File: src/hdl/ssr_pkg.sv
// Purpose: constants for the secondary status readback bank
// Assumes: one byte per command code, codes are byte offsets
// Notes:   positions are bit indices within the selected byte
`default_nettype none
package ssr_pkg;
	localparam int unsigned DATA_W        = 8;
	localparam int unsigned CODE_W        = 8;
	localparam int unsigned WDT_W         = 10;
	localparam int unsigned WDT_FIELD_W   = 6;
	localparam int unsigned SLEEP_W       = 3;

	localparam logic [7:0] CMD_CAPABILITY = 8'h00;
	localparam logic [7:0] CMD_SLEEP      = 8'h01;
	localparam logic [7:0] CMD_RESERVED   = 8'h02;
	localparam logic [7:0] CMD_WATCHDOG   = 8'h03;
	localparam logic [7:0] CMD_EVENT      = 8'h04;
	localparam logic [7:0] CMD_PLATFORM   = 8'h05;

	localparam logic [7:0] CAPABILITY_VAL = 8'h00;
	localparam logic [7:0] ZERO_BYTE      = 8'h00;
	localparam logic [5:0] WDT_SAT_VAL    = 6'h3f;
	localparam logic [9:0] WDT_SAT_LIMIT  = 10'h03f;

	localparam logic [2:0] SLEEP_S0       = 3'h0;
	localparam logic [2:0] SLEEP_S3       = 3'h3;
	localparam logic [2:0] SLEEP_S4       = 3'h4;
	localparam logic [2:0] SLEEP_S5       = 3'h5;

	localparam int unsigned EV_INTRUSION  = 0;
	localparam int unsigned EV_THERMAL    = 1;
	localparam int unsigned EV_DEAD       = 2;
	localparam int unsigned EV_SECOND_TO  = 3;
	localparam int unsigned EV_FW_BLANK   = 7;

	localparam int unsigned PL_ALERT      = 0;
	localparam int unsigned PL_BATT_LOW   = 1;
	localparam int unsigned PL_PWR_FAIL   = 2;

	localparam logic [7:0] FW_BLANK_DATA  = 8'hff;
	localparam logic       ALERT_FORCED   = 1'b1;
endpackage
`default_nettype wire

File: src/hdl/ssr_wdt_sat.sv
// Purpose: saturating snapshot of the watchdog count into a narrow field
// Assumes: count is synchronous to clk
// Notes:   one cycle of latency from count to field
`default_nettype none
module ssr_wdt_sat #(
	parameter int unsigned IN_W  = 10,
	parameter int unsigned OUT_W = 6
) (
	input  wire logic             clk,
	input  wire logic             rstn,
	input  wire logic [IN_W-1:0]  count,
	output logic      [OUT_W-1:0] field
);
	import ssr_pkg::*;

	typedef struct packed {
		logic [OUT_W-1:0] field;
	} ssr_sat_s;

	localparam logic [IN_W-1:0] LIMIT = IN_W'((1 << OUT_W) - 1);

	ssr_sat_s st_ff;
	ssr_sat_s nxt_st;

	always_comb begin
		nxt_st = st_ff;
		// clamp instead of dropping upper bits
		if (count > LIMIT) begin // RQ6
			nxt_st.field = {OUT_W{1'b1}};
		end else begin
			nxt_st.field = count[OUT_W-1:0]; // RQ5
		end
	end

	always_ff @(posedge clk) begin
		if (!rstn) begin
			st_ff <= '0;
		end else begin
			st_ff <= nxt_st;
		end
	end

	assign field = st_ff.field;

	property p_sat_high;
		@(posedge clk) disable iff (!rstn)
		(count > LIMIT) |=> (field == {OUT_W{1'b1}});
	endproperty
	a_sat_high: assert property (p_sat_high) // RQ6
		else $error("watchdog field not saturated");

	property p_sat_pass;
		@(posedge clk) disable iff (!rstn)
		(count <= LIMIT) |=> (field == $past(count[OUT_W-1:0]));
	endproperty
	a_sat_pass: assert property (p_sat_pass) // RQ5
		else $error("watchdog field not equal to count");
endmodule
`default_nettype wire

File: src/hdl/ssr_readback.sv
// Purpose: status bytes returned to the external primary by command code
// Assumes: framing logic pulses cmd_valid with the received command code
// Notes:   answer is registered and marked by rd_valid one cycle later
//
// What this block does
// (RQ1) Primary reads each byte by byte-read; command code selects the byte.
// (RQ2) Command code zero returns capabilities byte of zero.
// (RQ3) Byte one bits 2:0 carry sleep state S0, S3, S4, S5.
// (RQ4) Byte one bits 7:3 and all of byte two are reserved.
// (RQ5) Byte three bits 5:0 carry the watchdog count, which is 10 bits.
// (RQ6) Watchdog counts above 3Fh read as 3Fh, never truncated.
// (RQ7) Watchdog byte bits 7:6 are reserved.
// (RQ8) Event byte bit 0 shows the intrusion flag.
// (RQ9) Event byte bit 1 is set while the thermal alarm is active.
// (RQ10) Event byte bit 2 reports the processor considered dead.
// (RQ11) Event byte bit 3 mirrors the second watchdog timeout flag.
// (RQ12) Event byte bits 6:4 always read zero; readers ignore them.
// (RQ13) Alert bit shows pin level when enabled and the pin is in alert function; reads one otherwise.
// (RQ14) Firmware-blank bit is one when firmware memory read gave FFh.
// (RQ15) Platform byte bit 1 is one while battery low input is low.
// (RQ16) Platform byte bit 2 is one while power failure flag is set.
// (RQ17) Reserved bits and unimplemented command codes read as zero.
`default_nettype none
module ssr_readback #(
	parameter int unsigned WDT_W = ssr_pkg::WDT_W
) (
	input  wire logic                           clk,
	input  wire logic                           rstn,
	input  wire logic                           cmd_valid,
	input  wire logic [ssr_pkg::CODE_W-1:0]     cmd_code,
	output logic      [ssr_pkg::DATA_W-1:0]     rd_data,
	output logic                                rd_valid,
	input  wire logic [ssr_pkg::SLEEP_W-1:0]    sleep_state,
	input  wire logic [WDT_W-1:0]               watchdog_count,
	input  wire logic                           intrusion_flag,
	input  wire logic                           thermal_alarm_input_n,
	input  wire logic                           processor_dead,
	input  wire logic                           watchdog_second_timeout,
	input  wire logic                           alert_capable_pin,
	input  wire logic                           alert_pin_is_alert,
	input  wire logic                           alert_disable,
	input  wire logic                           firmware_memory_done,
	input  wire logic [ssr_pkg::DATA_W-1:0]     firmware_memory_data,
	input  wire logic                           battery_low_input_n,
	input  wire logic                           power_failure_flag
);
	import ssr_pkg::*;

	typedef struct packed {
		logic [DATA_W-1:0] rd_data;
		logic              rd_valid;
		logic              fw_blank;
	} ssr_state_s;

	ssr_state_s                 st_ff;
	ssr_state_s                 nxt_st;
	logic [WDT_FIELD_W-1:0]     wdt_field;
	logic [DATA_W-1:0]          sleep_byte;
	logic [DATA_W-1:0]          wdt_byte;
	logic [DATA_W-1:0]          event_byte;
	logic [DATA_W-1:0]          platform_byte;
	logic                       alert_bit;

	ssr_wdt_sat #(
		.IN_W  (WDT_W),
		.OUT_W (WDT_FIELD_W)
	) u_wdt_sat (
		.clk   (clk),
		.rstn  (rstn),
		.count (watchdog_count),
		.field (wdt_field)
	);

	always_comb begin
		sleep_byte = ZERO_BYTE;
		sleep_byte[SLEEP_W-1:0] = sleep_state; // RQ3 RQ4

		wdt_byte = ZERO_BYTE;
		wdt_byte[WDT_FIELD_W-1:0] = wdt_field; // RQ5 RQ7

		event_byte = ZERO_BYTE; // RQ12
		event_byte[EV_INTRUSION] = intrusion_flag; // RQ8
		event_byte[EV_THERMAL]   = ~thermal_alarm_input_n; // RQ9
		event_byte[EV_DEAD]      = processor_dead; // RQ10
		event_byte[EV_SECOND_TO] = watchdog_second_timeout; // RQ11
		event_byte[EV_FW_BLANK]  = st_ff.fw_blank; // RQ14

		// pin level only meaningful in alert function; idle high otherwise
		if (alert_disable) begin // RQ13
			alert_bit = ALERT_FORCED;
		end else if (alert_pin_is_alert) begin
			alert_bit = alert_capable_pin;
		end else begin
			alert_bit = ALERT_FORCED;
		end

		platform_byte = ZERO_BYTE; // RQ17
		platform_byte[PL_ALERT]    = alert_bit; // RQ13
		platform_byte[PL_BATT_LOW] = ~battery_low_input_n; // RQ15
		platform_byte[PL_PWR_FAIL] = power_failure_flag; // RQ16
	end

	always_comb begin
		nxt_st = st_ff;
		nxt_st.rd_valid = cmd_valid;
		// last completed firmware read decides the blank indication
		if (firmware_memory_done) begin // RQ14
			nxt_st.fw_blank = (firmware_memory_data == FW_BLANK_DATA);
		end
		if (cmd_valid) begin // RQ1
			if (cmd_code == CMD_CAPABILITY) begin
				nxt_st.rd_data = CAPABILITY_VAL; // RQ2
			end else if (cmd_code == CMD_SLEEP) begin
				nxt_st.rd_data = sleep_byte; // RQ3
			end else if (cmd_code == CMD_RESERVED) begin
				nxt_st.rd_data = ZERO_BYTE; // RQ4
			end else if (cmd_code == CMD_WATCHDOG) begin
				nxt_st.rd_data = wdt_byte; // RQ5
			end else if (cmd_code == CMD_EVENT) begin
				nxt_st.rd_data = event_byte;
			end else if (cmd_code == CMD_PLATFORM) begin
				nxt_st.rd_data = platform_byte;
			end else begin
				nxt_st.rd_data = ZERO_BYTE; // RQ17
			end
		end
	end

	always_ff @(posedge clk) begin
		if (!rstn) begin
			st_ff <= '0;
		end else begin
			st_ff <= nxt_st;
		end
	end

	assign rd_data  = st_ff.rd_data;
	assign rd_valid = st_ff.rd_valid;

	property p_answer_timing;
		@(posedge clk) disable iff (!rstn)
		cmd_valid |=> rd_valid ##1 (rd_valid == $past(cmd_valid));
	endproperty
	a_answer_timing: assert property (p_answer_timing) // RQ1
		else $error("answer not one cycle after command");

	property p_capability;
		@(posedge clk) disable iff (!rstn)
		(cmd_valid && cmd_code == CMD_CAPABILITY) |=> (rd_data == ZERO_BYTE);
	endproperty
	a_capability: assert property (p_capability) // RQ2
		else $error("capability byte not zero");

	property p_sleep;
		@(posedge clk) disable iff (!rstn)
		(cmd_valid && cmd_code == CMD_SLEEP)
			|=> (rd_data == {5'h00, $past(sleep_state)});
	endproperty
	a_sleep: assert property (p_sleep) // RQ3
		else $error("sleep byte wrong");

	property p_reserved_byte;
		@(posedge clk) disable iff (!rstn)
		(cmd_valid && cmd_code == CMD_RESERVED) |=> (rd_data == ZERO_BYTE);
	endproperty
	a_reserved_byte: assert property (p_reserved_byte) // RQ4
		else $error("reserved byte not zero");

	property p_wdt_byte;
		@(posedge clk) disable iff (!rstn)
		(cmd_valid && cmd_code == CMD_WATCHDOG)
			|=> (rd_data == {2'h0, $past(wdt_field)});
	endproperty
	a_wdt_byte: assert property (p_wdt_byte) // RQ7
		else $error("watchdog byte wrong");

	property p_event;
		@(posedge clk) disable iff (!rstn)
		(cmd_valid && cmd_code == CMD_EVENT) |=>
			(rd_data[3:0] == $past({watchdog_second_timeout,
			processor_dead, ~thermal_alarm_input_n, intrusion_flag}))
			&& (rd_data[6:4] == 3'h0);
	endproperty
	a_event: assert property (p_event) // RQ12
		else $error("event byte wrong");

	property p_alert_disabled;
		@(posedge clk) disable iff (!rstn)
		(cmd_valid && cmd_code == CMD_PLATFORM && alert_disable)
			|=> rd_data[PL_ALERT];
	endproperty
	a_alert_disabled: assert property (p_alert_disabled) // RQ13
		else $error("alert bit not forced high");

	property p_platform;
		@(posedge clk) disable iff (!rstn)
		(cmd_valid && cmd_code == CMD_PLATFORM) |=>
			(rd_data[2:1] == $past({power_failure_flag,
			~battery_low_input_n})) && (rd_data[7:3] == 5'h00);
	endproperty
	a_platform: assert property (p_platform) // RQ15
		else $error("platform byte wrong");

	property p_fw_blank;
		@(posedge clk) disable iff (!rstn)
		(firmware_memory_done && firmware_memory_data == FW_BLANK_DATA)
			##1 (cmd_valid && cmd_code == CMD_EVENT && !firmware_memory_done)
			|=> rd_data[EV_FW_BLANK];
	endproperty
	a_fw_blank: assert property (p_fw_blank) // RQ14
		else $error("firmware blank bit not set");

	property p_unmapped;
		@(posedge clk) disable iff (!rstn)
		(cmd_valid && cmd_code > CMD_PLATFORM) |=> (rd_data == ZERO_BYTE);
	endproperty
	a_unmapped: assert property (p_unmapped) // RQ17
		else $error("unmapped code not zero");
endmodule
`default_nettype wire

File: config.mk
export PLATFORM = sky130hd
export DESIGN_NAME = ssr_readback
export DESIGN_NICKNAME = d
export VERILOG_FILES = /design/src/hdl/ssr_pkg.sv /design/src/hdl/ssr_wdt_sat.sv /design/src/hdl/ssr_readback.sv
export SDC_FILE = /design/constraint.sdc
export NUM_CORES = 1
export LEC_CHECK = 0
export ABC_AREA = 1
export BUFFER_PORTS_ARGS = -buffer_cell sky130_fd_sc_hd__buf_2
export CORE_MARGIN = 5
export CORE_UTILIZATION = 30
export CTS_CLUSTER_DIAMETER = 200
export DETAILED_ROUTE_END_ITERATION = 8
export GPL_ROUTABILITY_DRIVEN = 0
export PLACE_DENSITY = 0.69
export SLEW_MARGIN = 20
export SYNTH_ARGS = -nofsm -noshare
export SYNTH_HDL_FRONTEND = slang
export SYNTH_SLANG_ARGS = --single-unit
File: constraint.sdc
create_clock -name clk -period 1.2 [get_ports clk]
set_clock_uncertainty 0.2 [all_clocks]
set_input_delay 0.06 -clock clk [delete_from_list [all_inputs] [get_ports clk]]
set_output_delay 0.06 -clock clk [all_outputs]
set_load 0.02 [all_outputs]
==> results of run 1 <==
report_power, final:
group          switching, mW  internal [mW]
combinational         0.0862          0.116
sequential           0.00604          0.517
clock                  0.157          0.124
total                  0.250          0.756
per-layer routing:
metal	wire [µm]	part of all wire	up-vias
li1	-	-	490
met1	945	0.43	405
met3	225	0.10	0
met2	1017	0.46	41
met4	0	0	0
met5	0	0	-
flip-flops by register name, summed over array words and instances (netlist names):
name and count:
event_byte 1, u_wdt_sat.field 6, rd_valid 1, rd_data 7
synthesized netlist by cell type:
master	count
conb_1	1
o21ai_1	3
or2_0	1
o211ai_1	1
buf_1	1
inv_1	19
nor2_1	3
or4_4	1
nand3_1	6
a21oi_2	2
inv_2	2
buf_4	1
nand3b_1	1
nand4_1	7
buf_6	2
nand2_1	30
or3_1	1
nor2_2	1
a21oi_1	6
nor3_2	1
o21ai_0	6
dfxtp_1	15
tightest hold or removal path: stages:
cell and delay, ns:
buf_2 0.08, or4_4 0.13, o21ai_1 0.06, inv_1 0.04
final timing paths:
check,endpoint,slack (ns),depth (start not counted)
hold / removal,u_wdt_sat.field[1],-0.1,4
setup reg to reg,rd_data[1],0.16,5
setup / recovery,event_byte[7],-0.001,5
hold reg to reg,rd_data[4],0.26,2
kinds of logic (layout without fill, tap and decap cells):
| family | Yosys count | count (layout) | synth area share |
|---|---|---|---|
| compound gates | 18 | 18 | 0.1314 |
| other cells | 1 | 1 | 0.004921 |
| flops | 15 | 15 | 0.3941 |
| buf+inv | 25 | 95 | 0.1478 |
| simple gates | 52 | 52 | 0.3219 |
timing repair:
item                       4_1_cts  5_1_grt
setup endpoints to repair        0        1
hold endpoints to repair        15        6
gates resized for setup          0        5
through the flow:
step	total power [mW]	worst slack (ns)	setup TNS, ns
2_1_floorplan	0.6008	0.09144	0
3_3_place_gp	0.6788	-0.06003	-0.2309
3_5_place_dp	0.6834	-0.1075	-0.5277
4_1_cts	1.012	0.03641	0
5_1_grt	1.077	-0.0002841	-0.0002841
6_report	1.006	-0.001016	-0.001016
layout make-up:
class                           count  share of cell area
Clock buffer                        3             0.01770
Tap cell                           30             0.02950
Clock inverter                      1            0.003933
Timing Repair Buffer               70              0.3697
Multi-Input combinational cell     71              0.2812
Sequential cell                    15              0.2360
Inverter                           21             0.06195
==> results.json, run 1 <==
{
  "core_mm2": 0.002455,
  "startpoint": "firmware_memory_data[6]",
  "multi_input_area_um2": 357.8,
  "slowest_stage": "dlygate4sd3_1",
  "post_cts_buffers": 0,
  "ys_top_cells_by_area": "dfxtp_1 39%, nand2_1 15%, inv_1 9.4%",
  "cp_data_required_time_ns": 1.23,
  "vdd_drop_max_uv": 943.1,
  "finalMaxSlewViolations": 0,
  "nets": 224,
  "grt_pass1_wl_mm": 3.698,
  "layout.cells.most_common_list": "46 x buf_2, 30 x nand2_1, 19 x inv_1",
  "p_per_area_mw_per_mm2": 790.3,
  "use_met1": 0.1570,
  "seq_area_frac_synth": 0.3941,
  "syn_inst": 111,
  "dieWidth_um": 60.40,
  "clk_pin_slew_ns": 0.09,
  "layout_commonest_cell": "buf_2",
  "cts_made_buffers": 3,
  "dieArea_mm2": 0.003648,
  "post-route-period-util": 1.001,
  "vias_per_cell": 4.436,
  "drc": 0,
  "die_height_um": 60.40,
  "leakage_nw": 0.6886,
  "antenna_found_initial": 0,
  "r2r_start": "u_wdt_sat.field[1]",
  "drive_above_1_share": 0.3425,
  "fin_util": 0.5183,
  "status": "finished with violations",
  "cts_hold_buffers": 21,
  "finalHoldViolCount": 8,
  "cpPeakStageDelay_ns": 0.52,
  "critical-path-top-delay-family": "buffers and inverters",
  "cts_buffer_depth": 2,
  "path_class": "primary input to register",
  "grt.total_usage": 0.1293,
  "drtIter0Drc": 14,
  "busiest_layer": "met2",
  "timing.hold.ws_ns": -0.09655,
  "rows": 18,
  "hold_path_class": "primary input to register",
  "ys_seq_elements": 15,
  "area_growth_pct": 66.99,
  "hold_path.startpoint": "watchdog_count[8]",
  "seq_area_um2": 300.3,
  "yosysUniqueCellTypes": 22,
  "io-pin-count": 51,
  "crit_buf_inv": 2,
  "path_cells": "dlygate4sd3_1, buf_2, nand4_1, or3_4, a21oi_2",
  "setup.worst_path.start_class": "primary input",
  "min_period_ns": 1.201,
  "dp_hpwl_mm": 1.687,
  "grt_start_max_net_pins": 12,
  "use_met2": 0.2176,
  "overflow": 0,
  "cts.sinks": 15,
  "initial_core_util": 0.3104,
  "cp-end-kind": "register",
  "setup_slack_ns": -0.001016,
  "drt_first_pass_iters": 4,
  "synthesis.nets": 153,
  "avgRoutedWirePerCell_um": 10.37,
  "grt_pass1_vias": 934,
  "clk_latency_ns": 0.28,
  "postRouteAntennaNets": 0,
  "critPathArrivalTime_ns": 1.23,
  "netlist.area_leader.share": 0.3941,
  "use_met3": 0.05745,
  "portBuffers": 49,
  "worst-path-max-fanout": 1,
  "htreeDepth": 1,
  "diodes": 0,
  "timing.fmax_ghz": 0.8326,
  "setup_viol": 1,
  "fill_cells": 237,
  "cts_root_buf": "clkbuf_4",
  "totalWireLength_mm": 2.189,
  "cap_viol_max_count": 0,
  "finalNonFillerCells": 211,
  "syn_area_per_cell_um2": 6.865,
  "design_area_mm2": 0.001272,
  "vias": 936,
  "yosysWarnings": 0,
  "violations": "hold timing, setup timing",
  "syn_area_um2": 762.0,
  "place_inst": 189,
  "cts_tree": "done",
  "synth_top_area_cell": "dfxtp_1",
  "placed_area_mm2": 0.001033
}
(Power assumes the default switching activity.)
==> run 2, diff against run 1 <==
- ABC_AREA: 1 -> unset
- CAP_MARGIN: unset -> 10
- PLACE_DENSITY: 0.69 -> 0.71
- TNS_END_PERCENT: unset -> 50
==> run 2 against run 1 <==
Effect of this change:
- the flow finishes with violations (hold timing)
- fmax is 6.0% higher
- clock-buffer cell count unchanged
- sequential cell count did not move
- die area is 7.7% lower
- via count is 19% lower
- synthesized cell count shrank 36%
==> results.json, run 2 <==
{
  "setup_tns_ns": 0,
  "finalHoldViolCount": 13,
  "min_to": "u_wdt_sat.field[0]",
  "drive_above_1_share": 0.4511,
  "syn_inst": 71,
  "synthesis.nets": 113,
  "largest_reg_flops": 7,
  "cts_buffer_depth": 2,
  "overflow": 0,
  "avgRoutedWirePerCell_um": 11.99,
  "path_cells": "buf_2, buf_4, dlygate4sd3_1, nand2b_1, a21boi_1",
  "core_mm2": 0.002212,
  "cts.sinks": 15,
  "timing.hold.ws_ns": -0.08687,
  "portBuffers": 49,
  "async_flop_share": 0,
  "r2r_start": "u_wdt_sat.field[2]",
  "drc": 0,
  "ys_top_cells_by_area": "dfxtp_1 43%, o21a_1 7.6%, mux2i_1 5.8%",
  "rows": 17,
  "post_cts_buffers": 0,
  "fill_cells": 219,
  "synth_top_area_cell": "dfxtp_1",
  "violations": "hold timing",
  "clk_latency_ns": 0.28,
  "cap_viol_max_count": 0,
  "seq_area_frac_synth": 0.4340,
  "totalWireLength_mm": 1.931,
  "io-pin-count": 51,
  "synthTopCellsByCount": "15 x dfxtp_1, 7 x o21a_1, 5 x nand2b_1, 5 x nand4_1, 4 x mux2i_1",
  "synth_edf_count": 0,
  "cp-end-kind": "register",
  "swShare": 0.2432,
  "slowest_stage": "dlygate4sd3_1",
  "initial_core_util": 0.3128,
  "p_per_area_mw_per_mm2": 899.8,
  "hold_path.startpoint": "rstn",
  "vdd_drop_max_uv": 688.9,
  "grt.total_usage": 0.1156,
  "dieArea_mm2": 0.003367,
  "min_period_ns": 1.133,
  "vias_per_cell": 4.696,
  "diodes": 0,
  "crit_buf_inv": 3,
  "layout_commonest_cell": "buf_2",
  "r2r_slack_ns": 0.13,
  "vias": 756,
  "yosysUniqueCellTypes": 31,
  "leakage_nw": 0.5239,
  "cts_hold_buffers": 9,
  "drt_first_pass_iters": 4,
  "syn_area_um2": 691.9,
  "ys_seq_elements": 15,
  "cts_made_buffers": 3,
  "critPathArrivalTime_ns": 1.15,
  "finalMaxSlewViolations": 0,
  "yosysMostFrequentCell": "dfxtp_1",
  "cp_data_required_time_ns": 1.22,
  "dieWidth_um": 58.03,
  "status": "finished with violations",
  "ys.flop_type": "dfxtp_1",
  "critical-path-top-delay-family": "buffers and inverters",
  "dp_hpwl_mm": 1.525,
  "drtIter0Drc": 4,
  "path_class": "primary input to register",
  "whs_path_depth": 2,
  "grt_pass1_vias": 789,
  "hold_path_class": "primary input to register",
  "cts_tree": "done",
  "postRouteAntennaNets": 0,
  "timing.fmax_ghz": 0.8824,
  "htreeDepth": 1,
  "rr_worst_depth": 3,
  "reg2reg_to": "rd_data[2]",
  "layout.cells.most_common_list": "49 x buf_2, 15 x dfxtp_1, 9 x dlygate4sd3_1",
  "setup.worst_path.start_class": "primary input",
  "die_height_um": 58.03,
  "grt_pass1_wl_mm": 3.056,
  "grt_start_max_net_pins": 15,
  "clk_pin_slew_ns": 0.09,
  "intPower_mw": 0.7464,
  "setup_viol": 0,
  "area_growth_pct": 58.41,
  "netlist.area_leader.share": 0.4340,
  "power_mw": 0.9862,
  "clkPwrFrac": 0.294,
  "post-route-period-util": 0.9444,
  "antenna_found_initial": 0,
  "rsz0062_at_grt": "no",
  "cts_root_buf": "clkbuf_4",
  "cpPeakStageDelay_ns": 0.59,
  "syn_area_per_cell_um2": 9.745,
  "worst-path-max-fanout": 4,
  "p_sw_mw": 0.2399,
  "yosysWarnings": 0,
  "p_comb_frac": 0.183,
  "sequentialPowerShare": 0.523,
  "nets": 176
}
==> run 2: worst register-to-register path, cell delays in order (launching register included) <==
cell	delay, ns
dfxtp_1	0.32
mux2i_1	0.15
o22ai_1	0.11
a22o_1	0.20
==> run 2: kinds of logic after synthesis <==
kind of cell,after synthesis,synth area share
other,1,0.005420
AND/OR/NAND/NOR,26,0.2405
AO/OA/AOI/OAI,18,0.1953
flip-flops,15,0.4340
multiplexers,5,0.07414
buffers and inverters,6,0.05063
==> run 2: final cells by class <==
cell class,count,area (µm²),share of cell area
Tap cell,28,35.03,0.03196
Sequential cell,15,300.3,0.2740
Multi-Input combinational cell,50,356.6,0.3253
Clock buffer,3,22.52,0.02055
Inverter,1,3.754,0.003425
Timing Repair Buffer,63,372.9,0.3402
Clock inverter,1,5.005,0.004566
==> run 2: power groups by stage <==
stage          clock network (mW)  registers [mW]  logic (mW)
5_1_grt                     0.322           0.517       0.199
2_1_floorplan                   0           0.529      0.0707
3_3_place_gp                    0           0.527       0.152
4_1_cts                     0.295           0.516       0.181
3_5_place_dp                    0           0.527       0.157
6_report                    0.290           0.515       0.181
==> run 2: how the worst max path moves through the flow <==
stage	startpoint	to	cells after the start
detailed placement	watchdog_count[7]	u_wdt_sat.field[1]	3
finish	cmd_valid	rd_data[5]	5
floorplan	watchdog_count[7]	u_wdt_sat.field[0]	3
global route	cmd_valid	rd_data[7]	5
CTS	cmd_valid	rd_data[5]	5
global placement	watchdog_count[7]	u_wdt_sat.field[3]	3
==> run 2: stage by stage <==
step	util	cell area (µm²)	setup slack, ns	instances
CTS	0.4955	1096	0.02255	161
global placement	0.4423	978.4	-0.08354	148
finish	0.4955	1096	0.06672	161
floorplan	-	691.9	0.009665	71
global route	0.4955	1096	0.02279	161
detailed placement	0.4423	978.4	-0.1268	148
==> run 2: metal layers <==
layer,routed length (µm),GRT usage,up-vias
met5,0,0,-
met4,12,0.03642,0
met3,197,0.05568,2
met2,1029,0.2177,34
met1,691,0.1087,332
li1,-,-,388
==> run 2: timing repair <==
action,CTS,global route
setup endpoints to repair,0,3
resized for setup,0,3
endpoints found under the hold margin,13,13
